===== src/hda_pkg.sv =====
// Package with constants and types for the harmonic distortion alarm supervisor
// Functional notes
// - Report supervision state per group: normal, start, alarm or blocked.
// - Sample the blocking input once per processing cycle and hold it.
// - Pick-up without blocking asserts start and begins the delay timer.
// - Pick-up with blocking asserts blocked, never start or alarm.
// - Blocking during start drops start as if pick-up had released.
// - Alarm asserts only after start stayed on for the whole delay.
// - Separate delays per group, 0 to 1800 s in 5 ms steps, default 10 s.
// - Per event, configuration selects emitting its ON, OFF edge or both on the event stream.
// - Each event carries a time stamp taken at its status change.
// - Clearable cumulative counters for start, alarm and blocked occurrences.
// - Circular log of twelve records, written only on ON edges.
// - Log record holds time in ms, event id, phase values, setting group.
// - Start, alarm and blocked are plain binary outputs.
// - Pick-up when value exceeds threshold; any phase suffices for phase group.
// - Release only when value falls below 97 percent of threshold.
// - Each element has its own enable; disabled means no start or alarm.
// - One shared setting selects amplitude or power ratio for all channels.
package hda_pkg;
  // ==========================================================
  // Sizes
  localparam int HDA_NGRP = 3;
  localparam int HDA_NCH = 5;
  localparam int HDA_VW = 16;
  localparam int HDA_TW = 14;
  localparam int HDA_DW = 19;
  localparam int HDA_NEV = 14;
  localparam int HDA_LOG_N = 12;
  localparam int HDA_TSW = 32;
  // ==========================================================
  // Timing: delay register counts processing cycles
  localparam int HDA_CYCLE_MS = 5;
  localparam int HDA_DLY_DEF_MS = 10000;
  localparam int HDA_DLY_MAX_MS = 1800000;
  localparam logic [18:0] HDA_DLY_DEF = 19'(HDA_DLY_DEF_MS / HDA_CYCLE_MS);
  localparam logic [18:0] HDA_DLY_MAX = 19'(HDA_DLY_MAX_MS / HDA_CYCLE_MS);
  // Release ratio in percent
  localparam int HDA_REL_PCT = 97;
  localparam int HDA_PCT = 100;
  // ==========================================================
  // Register byte offsets
  localparam logic [7:0] HDA_CTRL = 8'h00;
  localparam logic [7:0] HDA_THR0 = 8'h04;
  localparam logic [7:0] HDA_DLY0 = 8'h10;
  localparam logic [7:0] HDA_EVMASK = 8'h1C;
  localparam logic [7:0] HDA_STATUS = 8'h20;
  localparam logic [7:0] HDA_CNT0 = 8'h24;
  localparam logic [7:0] HDA_CNT_CLR = 8'h30;
  localparam logic [7:0] HDA_LOG_SEL = 8'h34;
  localparam logic [7:0] HDA_LOG_TIME = 8'h38;
  localparam logic [7:0] HDA_LOG_INFO = 8'h3C;
  localparam logic [7:0] HDA_LOG_P12 = 8'h40;
  localparam logic [7:0] HDA_LOG_P3 = 8'h44;
  localparam logic [7:0] HDA_LOG_CNT = 8'h48;
  // ==========================================================
  // Field positions and reset values
  localparam int HDA_CTRL_PWR = 3;
  localparam logic [2:0] HDA_EN_RST = 3'h7;
  localparam logic [13:0] HDA_THR_RST = 14'h03E8;
  localparam logic [13:0] HDA_EVMASK_RST = 14'h3FFF;
  // ==========================================================
  // Supervision state of one group
  typedef enum logic [1:0] {HDA_NORMAL, HDA_START, HDA_ALARM, HDA_BLOCKED} hda_state_e;
endpackage


===== src/hda_element.sv =====
// One alarm element: hysteresis pick-up, blocking and definite delay
`timescale 1ns/1ps
module hda_element
  import hda_pkg::*;
#(
  parameter int VW = HDA_VW,
  parameter int TW = HDA_TW,
  parameter int DW = HDA_DW
)
(
  // Clock and reset
  input wire logic ref_clk,
  input wire logic resetn,
  // Cycle tick and settings
  input wire logic tick,
  input wire logic enable,
  input wire logic block_s,
  input wire logic [VW-1:0] value,
  input wire logic [TW-1:0] thresh,
  input wire logic [DW-1:0] delay,
  // Element outputs
  output logic start_q,
  output logic alarm_q,
  output logic blocked_q,
  output hda_state_e state_q
);
  logic pick_q, pick_d, start_d, alarm_d, blocked_d;
  logic [DW-1:0] cnt_q, cnt_d;
  logic [23:0] val_pct, rel_lim;
  hda_state_e state_d;

  // ==========================================================
  // Next state, evaluated only on the processing tick
  always_comb
  begin
    val_pct = 24'(value) * 24'(HDA_PCT);
    rel_lim = 24'(thresh) * 24'(HDA_REL_PCT);
    pick_d = pick_q;
    start_d = start_q;
    alarm_d = alarm_q;
    blocked_d = blocked_q;
    cnt_d = cnt_q;
    if (tick)
    begin
      // Disabled element stays quiet
      if (!enable)
        pick_d = 1'b0;
      else if (pick_q)
        pick_d = !(val_pct < rel_lim);
      else
        pick_d = value > VW'(thresh);
      start_d = 1'b0;
      alarm_d = 1'b0;
      blocked_d = 1'b0;
      cnt_d = '0; // Release restarts the timer
      if (pick_d && !block_s)
      begin
        start_d = 1'b1;
        cnt_d = (cnt_q == '1) ? cnt_q : cnt_q + 1'b1;
        alarm_d = cnt_d >= delay;
      end
      else if (pick_d && block_s)
        blocked_d = 1'b1; // Start dropped like a release
    end
    // Reported state, alarm outranks start
    if (alarm_d)
      state_d = HDA_ALARM;
    else if (start_d)
      state_d = HDA_START;
    else if (blocked_d)
      state_d = HDA_BLOCKED;
    else
      state_d = HDA_NORMAL;
  end

  // Register stage
  always_ff @(posedge ref_clk or negedge resetn)
  begin
    if (!resetn)
    begin
      pick_q <= 1'b0;
      start_q <= 1'b0;
      alarm_q <= 1'b0;
      blocked_q <= 1'b0;
      cnt_q <= '0;
      state_q <= HDA_NORMAL;
    end
    else
    begin
      pick_q <= pick_d;
      start_q <= start_d;
      alarm_q <= alarm_d;
      blocked_q <= blocked_d;
      cnt_q <= cnt_d;
      state_q <= state_d;
    end
  end
endmodule


===== src/hda_supervisor.sv =====
// Top of the harmonic distortion alarm supervisor with register port
`timescale 1ns/1ps
module hda_supervisor
  import hda_pkg::*;
(
  // Clock and reset
  input wire logic ref_clk,
  input wire logic resetn,
  // Measurements: 0..2 phases, 3 residual one, 4 residual two
  input wire logic cycle_tick,
  input wire logic [HDA_NCH-1:0][HDA_VW-1:0] meas_amp,
  input wire logic [HDA_NCH-1:0][HDA_VW-1:0] meas_pow,
  input wire logic block_in,
  input wire logic [HDA_TSW-1:0] time_ms,
  input wire logic [2:0] setting_group,
  // Register port
  input wire logic [7:0] addr,
  input wire logic [31:0] wdata,
  input wire logic wr_en,
  input wire logic rd_en,
  output logic [31:0] rdata_q,
  // Binary outputs, 0 phase, 1 residual one, 2 residual two
  output logic [HDA_NGRP-1:0] start_q,
  output logic [HDA_NGRP-1:0] alarm_q,
  output logic blocked_q,
  output hda_state_e distortion_supervision_state_q,
  // Event stream
  output logic event_valid_q,
  output logic [3:0] event_id_q,
  output logic [HDA_TSW-1:0] event_time_q
);
  localparam int NLV = 7;

  // ==========================================================
  // Configuration registers
  logic [2:0] en_q, en_d;
  logic pwr_q, pwr_d;
  logic [HDA_NGRP-1:0][HDA_TW-1:0] thr_q, thr_d;
  logic [HDA_NGRP-1:0][HDA_DW-1:0] dly_q, dly_d;
  logic [HDA_NEV-1:0] evmask_q, evmask_d;
  logic [3:0] logsel_q, logsel_d;
  logic [2:0][31:0] cnt_q, cnt_d;
  logic [31:0] rdata_d;
  logic blk_q, blk_d;

  // Element outputs
  logic [HDA_NGRP-1:0] e_start, e_alarm, e_blk;
  hda_state_e e_state [HDA_NGRP];
  logic [HDA_NGRP-1:0][HDA_VW-1:0] grp_val;
  logic [HDA_NCH-1:0][HDA_VW-1:0] sel_val;

  // Output stage and events
  logic [HDA_NGRP-1:0] start_d, alarm_d;
  logic blocked_d, ev_valid_d;
  hda_state_e sup_state_d;
  logic [NLV-1:0] lvl_now, lvl_q;
  logic [HDA_NEV-1:0] pend_q, pend_d, ev_new, served;
  logic [HDA_TSW-1:0] ptime_q, ptime_d, ev_time_d;
  logic [2:0][HDA_VW-1:0] psnap_q, psnap_d;
  logic [3:0] ev_id_d, sel_id;
  logic sel_any, log_wr;

  // Log storage
  logic [HDA_TSW-1:0] log_time [HDA_LOG_N];
  logic [6:0] log_info [HDA_LOG_N];
  logic [2:0][HDA_VW-1:0] log_ph [HDA_LOG_N];
  logic [3:0] wptr_q, wptr_d, lcnt_q, lcnt_d, ridx;

  // Larger of two values, used twice for the phase group
  function automatic logic [HDA_VW-1:0] vmax(input logic [HDA_VW-1:0] a, b);
    vmax = (a > b) ? a : b;
  endfunction

  // ==========================================================
  // Ratio select and group values
  always_comb
  begin
    sel_val = pwr_q ? meas_pow : meas_amp;
    grp_val[0] = vmax(vmax(sel_val[0], sel_val[1]), sel_val[2]); // Any phase picks up
    grp_val[1] = sel_val[3];
    grp_val[2] = sel_val[4];
  end

  // One element per group, each with its own delay
  for (genvar g = 0; g < HDA_NGRP; g++)
  begin : g_elem
    hda_element #(.VW(HDA_VW), .TW(HDA_TW), .DW(HDA_DW)) u_elem (
      .ref_clk(ref_clk),
      .resetn(resetn),
      .tick(cycle_tick),
      .enable(en_q[g]),
      .block_s(block_in), // Taken only on the tick edge
      .value(grp_val[g]),
      .thresh(thr_q[g]),
      .delay(dly_q[g]),
      .start_q(e_start[g]),
      .alarm_q(e_alarm[g]),
      .blocked_q(e_blk[g]),
      .state_q(e_state[g])
    );
  end

  // ==========================================================
  // Output stage, straight from flip-flops
  always_comb
  begin
    start_d = e_start;
    alarm_d = e_alarm;
    blocked_d = |e_blk;
    blk_d = cycle_tick ? block_in : blk_q; // Held for the cycle
    // Overall state, worst group wins
    if (|e_alarm)
      sup_state_d = HDA_ALARM;
    else if (|e_start)
      sup_state_d = HDA_START;
    else if (|e_blk)
      sup_state_d = HDA_BLOCKED;
    else
      sup_state_d = HDA_NORMAL;
  end

  // ==========================================================
  // Edge detection and pending events
  always_comb
  begin
    lvl_now = {blocked_q, alarm_q, start_q};
    ev_new = '0;
    for (int i = 0; i < NLV; i++)
    begin
      ev_new[2*i] = lvl_now[i] && !lvl_q[i];
      ev_new[2*i+1] = !lvl_now[i] && lvl_q[i];
    end
    sel_any = 1'b0;
    sel_id = '0;
    for (int i = HDA_NEV - 1; i >= 0; i--)
    begin
      if (pend_q[i])
      begin
        sel_any = 1'b1;
        sel_id = 4'(i);
      end
    end
    served = '0;
    if (sel_any)
      served[sel_id] = 1'b1;
    // New edges win over the bit being served
    pend_d = (pend_q & ~served) | ev_new;
    // Stamp at the change; events of one tick share it
    ptime_d = (|ev_new) ? time_ms : ptime_q;
    psnap_d = (|ev_new) ? sel_val[2:0] : psnap_q;
    ev_valid_d = sel_any && evmask_q[sel_id];
    ev_id_d = sel_any ? sel_id : event_id_q;
    ev_time_d = sel_any ? ptime_q : event_time_q;
    log_wr = sel_any && !sel_id[0]; // ON edges only
  end

  // ==========================================================
  // Log pointer and fill count, newest record read at index 0
  always_comb
  begin
    wptr_d = wptr_q;
    lcnt_d = lcnt_q;
    if (log_wr)
    begin
      wptr_d = (wptr_q == 4'(HDA_LOG_N - 1)) ? 4'h0 : wptr_q + 4'h1;
      lcnt_d = (lcnt_q == 4'(HDA_LOG_N)) ? lcnt_q : lcnt_q + 4'h1;
    end
    ridx = 4'((32'(wptr_q) + 32'(2 * HDA_LOG_N) - 32'd1 - 32'(logsel_q)) % HDA_LOG_N);
  end

  // Log memory, no reset needed, unread until written
  always_ff @(posedge ref_clk)
  begin
    if (log_wr)
    begin
      log_time[wptr_q] <= ptime_q;
      log_info[wptr_q] <= {setting_group, sel_id};
      log_ph[wptr_q] <= psnap_q;
    end
  end

  // ==========================================================
  // Register writes, counters and read mux
  always_comb
  begin
    en_d = en_q;
    pwr_d = pwr_q;
    thr_d = thr_q;
    dly_d = dly_q;
    evmask_d = evmask_q;
    logsel_d = logsel_q;
    cnt_d = cnt_q;
    rdata_d = 32'h0;
    if (wr_en)
    begin
      case (addr)
        HDA_CTRL:
        begin
          en_d = wdata[2:0];
          pwr_d = wdata[HDA_CTRL_PWR];
        end
        HDA_EVMASK: evmask_d = wdata[HDA_NEV-1:0];
        // Whole word compared so that out-of-range selects never alias into the log
        HDA_LOG_SEL: logsel_d = (wdata < 32'(HDA_LOG_N)) ? wdata[3:0] : logsel_q;
        HDA_CNT_CLR:
        begin
          for (int k = 0; k < 3; k++)
            if (wdata[k])
              cnt_d[k] = 32'h0;
        end
        default:
        begin
          for (int k = 0; k < HDA_NGRP; k++)
          begin
            if (addr == HDA_THR0 + 8'(4 * k))
              thr_d[k] = wdata[HDA_TW-1:0];
            // Delays above the range saturate at the top
            if (addr == HDA_DLY0 + 8'(4 * k))
              dly_d[k] = (wdata > 32'(HDA_DLY_MAX)) ? HDA_DLY_MAX : wdata[HDA_DW-1:0];
          end
        end
      endcase
    end
    // Count ON edges after a clear, so a same-cycle event is kept
    if (log_wr)
    begin
      if (sel_id < 4'd6)
        cnt_d[0] = cnt_d[0] + 32'h1;
      else if (sel_id < 4'd12)
        cnt_d[1] = cnt_d[1] + 32'h1;
      else
        cnt_d[2] = cnt_d[2] + 32'h1;
    end
    if (rd_en)
    begin
      case (addr)
        HDA_CTRL: rdata_d = {28'h0, pwr_q, en_q};
        HDA_EVMASK: rdata_d = {18'h0, evmask_q};
        // Group states, outputs and sampled block level
        HDA_STATUS: rdata_d = {18'h0, blk_q, blocked_q, alarm_q, start_q,
                               e_state[2], e_state[1], e_state[0]};
        HDA_LOG_SEL: rdata_d = {28'h0, logsel_q};
        HDA_LOG_TIME: rdata_d = (logsel_q < lcnt_q) ? log_time[ridx] : 32'h0;
        HDA_LOG_INFO: rdata_d = (logsel_q < lcnt_q) ? {25'h0, log_info[ridx]} : 32'h0;
        HDA_LOG_P12: rdata_d = (logsel_q < lcnt_q) ? {log_ph[ridx][1], log_ph[ridx][0]} : 32'h0;
        HDA_LOG_P3: rdata_d = (logsel_q < lcnt_q) ? {16'h0, log_ph[ridx][2]} : 32'h0;
        HDA_LOG_CNT: rdata_d = {28'h0, lcnt_q};
        default:
        begin
          for (int k = 0; k < 3; k++)
          begin
            if (addr == HDA_THR0 + 8'(4 * k))
              rdata_d = {18'h0, thr_q[k]};
            if (addr == HDA_DLY0 + 8'(4 * k))
              rdata_d = {13'h0, dly_q[k]};
            if (addr == HDA_CNT0 + 8'(4 * k))
              rdata_d = cnt_q[k];
          end
        end
      endcase
    end
  end

  // ==========================================================
  // Register stage
  always_ff @(posedge ref_clk or negedge resetn)
  begin
    if (!resetn)
    begin
      en_q <= HDA_EN_RST;
      pwr_q <= 1'b0;
      thr_q <= {HDA_NGRP{HDA_THR_RST}};
      dly_q <= {HDA_NGRP{HDA_DLY_DEF}};
      evmask_q <= HDA_EVMASK_RST;
      logsel_q <= 4'h0;
      cnt_q <= '0;
      rdata_q <= 32'h0;
      blk_q <= 1'b0;
      start_q <= '0;
      alarm_q <= '0;
      blocked_q <= 1'b0;
      distortion_supervision_state_q <= HDA_NORMAL;
      lvl_q <= '0;
      pend_q <= '0;
      ptime_q <= '0;
      psnap_q <= '0;
      event_valid_q <= 1'b0;
      event_id_q <= 4'h0;
      event_time_q <= '0;
      wptr_q <= 4'h0;
      lcnt_q <= 4'h0;
    end
    else
    begin
      en_q <= en_d;
      pwr_q <= pwr_d;
      thr_q <= thr_d;
      dly_q <= dly_d;
      evmask_q <= evmask_d;
      logsel_q <= logsel_d;
      cnt_q <= cnt_d;
      rdata_q <= rdata_d;
      blk_q <= blk_d;
      start_q <= start_d;
      alarm_q <= alarm_d;
      blocked_q <= blocked_d;
      distortion_supervision_state_q <= sup_state_d;
      lvl_q <= lvl_now;
      pend_q <= pend_d;
      ptime_q <= ptime_d;
      psnap_q <= psnap_d;
      event_valid_q <= ev_valid_d;
      event_id_q <= ev_id_d;
      event_time_q <= ev_time_d;
      wptr_q <= wptr_d;
      lcnt_q <= lcnt_d;
    end
  end
endmodule


===== config.mk =====
export PLATFORM = sky130hd
export DESIGN_NAME = hda_supervisor
export DESIGN_NICKNAME = d
export VERILOG_FILES = /design/src/hda_pkg.sv /design/src/hda_element.sv /design/src/hda_supervisor.sv
export SDC_FILE = /design/constraint.sdc
export NUM_CORES = 2
export LEC_CHECK = 0
export BUFFER_PORTS_ARGS = -buffer_cell sky130_fd_sc_hd__buf_2
export CAP_MARGIN = 20
export CORE_MARGIN = 2
export CORE_UTILIZATION = 50
export CTS_CLUSTER_DIAMETER = 40
export DETAILED_ROUTE_END_ITERATION = 8
export PLACE_DENSITY = 0.67
export RECOVER_POWER = 50
export SETUP_SLACK_MARGIN = 0.5
export SLEW_MARGIN = 20
export SYNTH_ARGS = -nofsm -noshare
export SYNTH_HDL_FRONTEND = slang
export SYNTH_SLANG_ARGS = --single-unit

===== constraint.sdc =====
create_clock -name ref_clk -period 28.3 [get_ports ref_clk]
set_input_delay 7.075 -clock ref_clk [delete_from_list [all_inputs] [get_ports ref_clk]]
set_output_delay 7.075 -clock ref_clk [all_outputs]
set_load 0.05 [all_outputs]

==> impl_metrics.ini <==
[outcome]
status = finished with violations
failed_checks = capacitance limit, slew limit

[power_and_ir_drop]
p_clk_share_pct = 26.1
combPwrFrac_pct = 38.9
p_per_area_nw_per_um2 = 111
peakVddDrop_v = 0.000148
swShare_pct = 39.0
p_seq_share_pct = 35.1
p_leak_nw = 34.8
intPower_mw = 5.96
switchingPower_mw = 3.82

[cells_and_area]
layout_common_cells = edfxtp_1 (1,044), ha_1 (563), nand2_1 (448)
final_common_cell = edfxtp_1
area_growth_pct = 13.7
nNetsFinal = 7164
final_cells = 8536
drive_gt1_share_pct = 17.6
n_fill_cell = 12518
final_core_util_pct = 57.2

[synth]
synth_edf_count = 1044
ys_seq_elements = 1524
yosys.area.top_type_share_pct = 40.5
yosys_warnings = 0
syn_area_per_cell_um2 = 13.0
yosys-top-cells-area = edfxtp_1 (41%), dfrtp_1 (14%), ha_1 (9.1%)
yosysSeqAreaShare_pct = 56.1
synth_flop_cell = edfxtp_1
synth_cell_type_count = 95
synth_cells = 5971
async_flop_share_pct = 31.5
syn-num-nets = 6828
synthesis.area_um2 = 77400
yosysTopAreaCell = edfxtp_1

[global_routing]
grtUsageTotal_pct = 28.1
antenna_found_initial = 20
grt_max_degree = 135
grt_overflow_total = 0
grt_pass1_wl_mm = 331
grt_pass1_vias = 51138

[placed_design]
preCtsSetupSlack_ns = 10.12
portBuffers = 318
dp_hpwl_mm = 152
place.gp.congestion = 0.954
place_inst = 8146

[timing]
slew_headroom_pct = -229
final-setup-viol-count = 0
final_max_slew_viol_count = 696
rsz0062_at_grt = false
finalHoldViolCount = 0
final.min_clock_period_ns = 17.49
worstMarginPinSlew_ns = 4.93
fmax_mhz = 57.2
skew_ns = 0.0360
min_period_over_period_pct = 61.8
finalWorstSetupSlack_ns = 10.81
setup_tns_ns = 0

[clock_tree]
cts-buffers-inserted = 203
clkTransAtPathRegs_ns = 0.06
root_buffer = clkbuf_16
cts_buffer_depth = 3
h-tree-depth = 4
clkLatencyLatePin_ns = 0.83
clock-sinks = 1524
cts_setup_buffers = 0
cts_tree = yes
cts_hold_buffers = 0
cts_resized = 0

[critical_path]
path_delay_family = compound AO/OA/AOI/OAI gates
cp_num_buf_inv = 4
critPathSlowestCell = mux2i_1
start_kind = primary input
cp.arrival_ns = 18.19
endpoint_kind = flip-flop
worstSetupPathType = in2reg
worstPathRequired_ns = 29.00
critPathMaxFanout = 21
max_stage_delay_ns = 0.70

[floorplanning]
dieArea_um2 = 158000
initial_core_util_pct = 50.3
core_area_um2 = 154000
io_pins = 319
dieWidth_um = 397
rows = 144
die_height_um = 397

[detailed_routing]
wl_mm = 223
routedWlPerCell_um = 26.1
drtAntennaViolNets = 0
drtIter0Drc = 5875
first_pass_iters = 8
vias = 52968
viasPerCell = 6.21
drc_errors = 0

[hold_path]
hold_class = reg2reg

[job]
cap_violations = 18
-- routing by layer --
metal / global-route usage [%] / part of all wire, % / up-vias
met2: 42.5 / 45 / 2402
met1: 40.5 / 42 / 26669
met5: 0 / 0.046 / -
met3: 5.73 / 9.5 / 439
li1: - / - / 23442
met4: 9.92 / 3.6 / 16
-- cell families after synthesis --
logic type	share of synthesized area, %
compound gates	10.7
xor+xnor	2.14
fa+ha+maj	10.5
buf+inv	3.42
flops	56.1
mux	8.69
simple gates	8.48
-- registers in the layout, summed over array words and instances, names as in the netlist, 6 cells and up --
| name | count |
|---|---|
| cnt_q | 96 |
| ptime_q | 32 |
| thr_q | 42 |
| g_elem.u_elem.cnt_q | 57 |
| rdata_q | 32 |
| event_time_q | 32 |
| evmask_q | 14 |
| pend_q | 14 |
| psnap_q | 48 |
| g_elem.u_elem.state_q | 6 |
| log_ph | 576 |
| log_info | 84 |
| log_time | 384 |
| dly_q | 57 |
| lvl_q | 7 |
-- power by group through the flow --
stage	clock [mW]	sequential, mW	combinational (mW)
after floorplan	0	3.35	2.62
after global placement	0	3.42	3.71
after detailed placement	0	3.45	3.78
after CTS	2.57	3.41	3.81
after global routing	2.67	3.47	4.14
final	2.55	3.43	3.80
-- worst paths after layout --
path	start	cells after the start	slack [ns]	endpoint
setup / recovery	meas_pow[9]	44	10.81	g_elem[0].u_elem.state_q[1]$_DFF_PN0_
hold / removal	g_elem[1].u_elem.start_q$_DFF_PN0_	0	0.46	start_q[1]$_DFF_PN0_
setup reg to reg	pwr_q$_DFFE_PN0P_	44	15.79	g_elem[0].u_elem.state_q[1]$_DFF_PN0_
hold reg to reg	g_elem[1].u_elem.start_q$_DFF_PN0_	0	0.46	start_q[1]$_DFF_PN0_
max in group asynchronous	resetn	3	19.76	cnt_q[49]$_DFF_PN0_
min in group asynchronous	resetn	1	6.34	g_elem[1].u_elem.cnt_q[6]$_DFFE_PN0P_
-- cell type report --
type	count	area, µm²	share of cell area, %
flip-flops and latches	1524	43400	49.4
multi-input cells	3771	31400	35.7
clock buffers	247	5390	6.13
well taps	2044	2560	2.91
repair buffers	396	2200	2.50
inverters	411	1540	1.75
clock inverters	138	1480	1.68
diodes	5	12.5	0.0142
-- stage by stage --
| stage | hold slack (ns) | total power, mW | instance area [µm²] |
|---|---|---|---|
| after floorplan | 0.392 | 5.97 | 77400 |
| after global placement | 0.430 | 7.14 | 81100 |
| after CTS | 0.449 | 9.79 | 88000 |
| after global routing | 0.471 | 10.3 | 88000 |
| after detailed placement | 0.436 | 7.23 | 81200 |
| final | 0.459 | 9.78 | 88000 |
-- cell usage after synthesis, drive strengths merged (112+ instances only) --
cell type,n
a21oi,262
a22oi,118
clkbuf,169
dfrtp,427
edfxtp,1044
ha,564
inv,409
mux2i,143
mux4,182
nand2,453
nand3,118
nor2,256
o21ai,221
xnor2,112
Note: power is estimated with default switching activity, not from simulation.
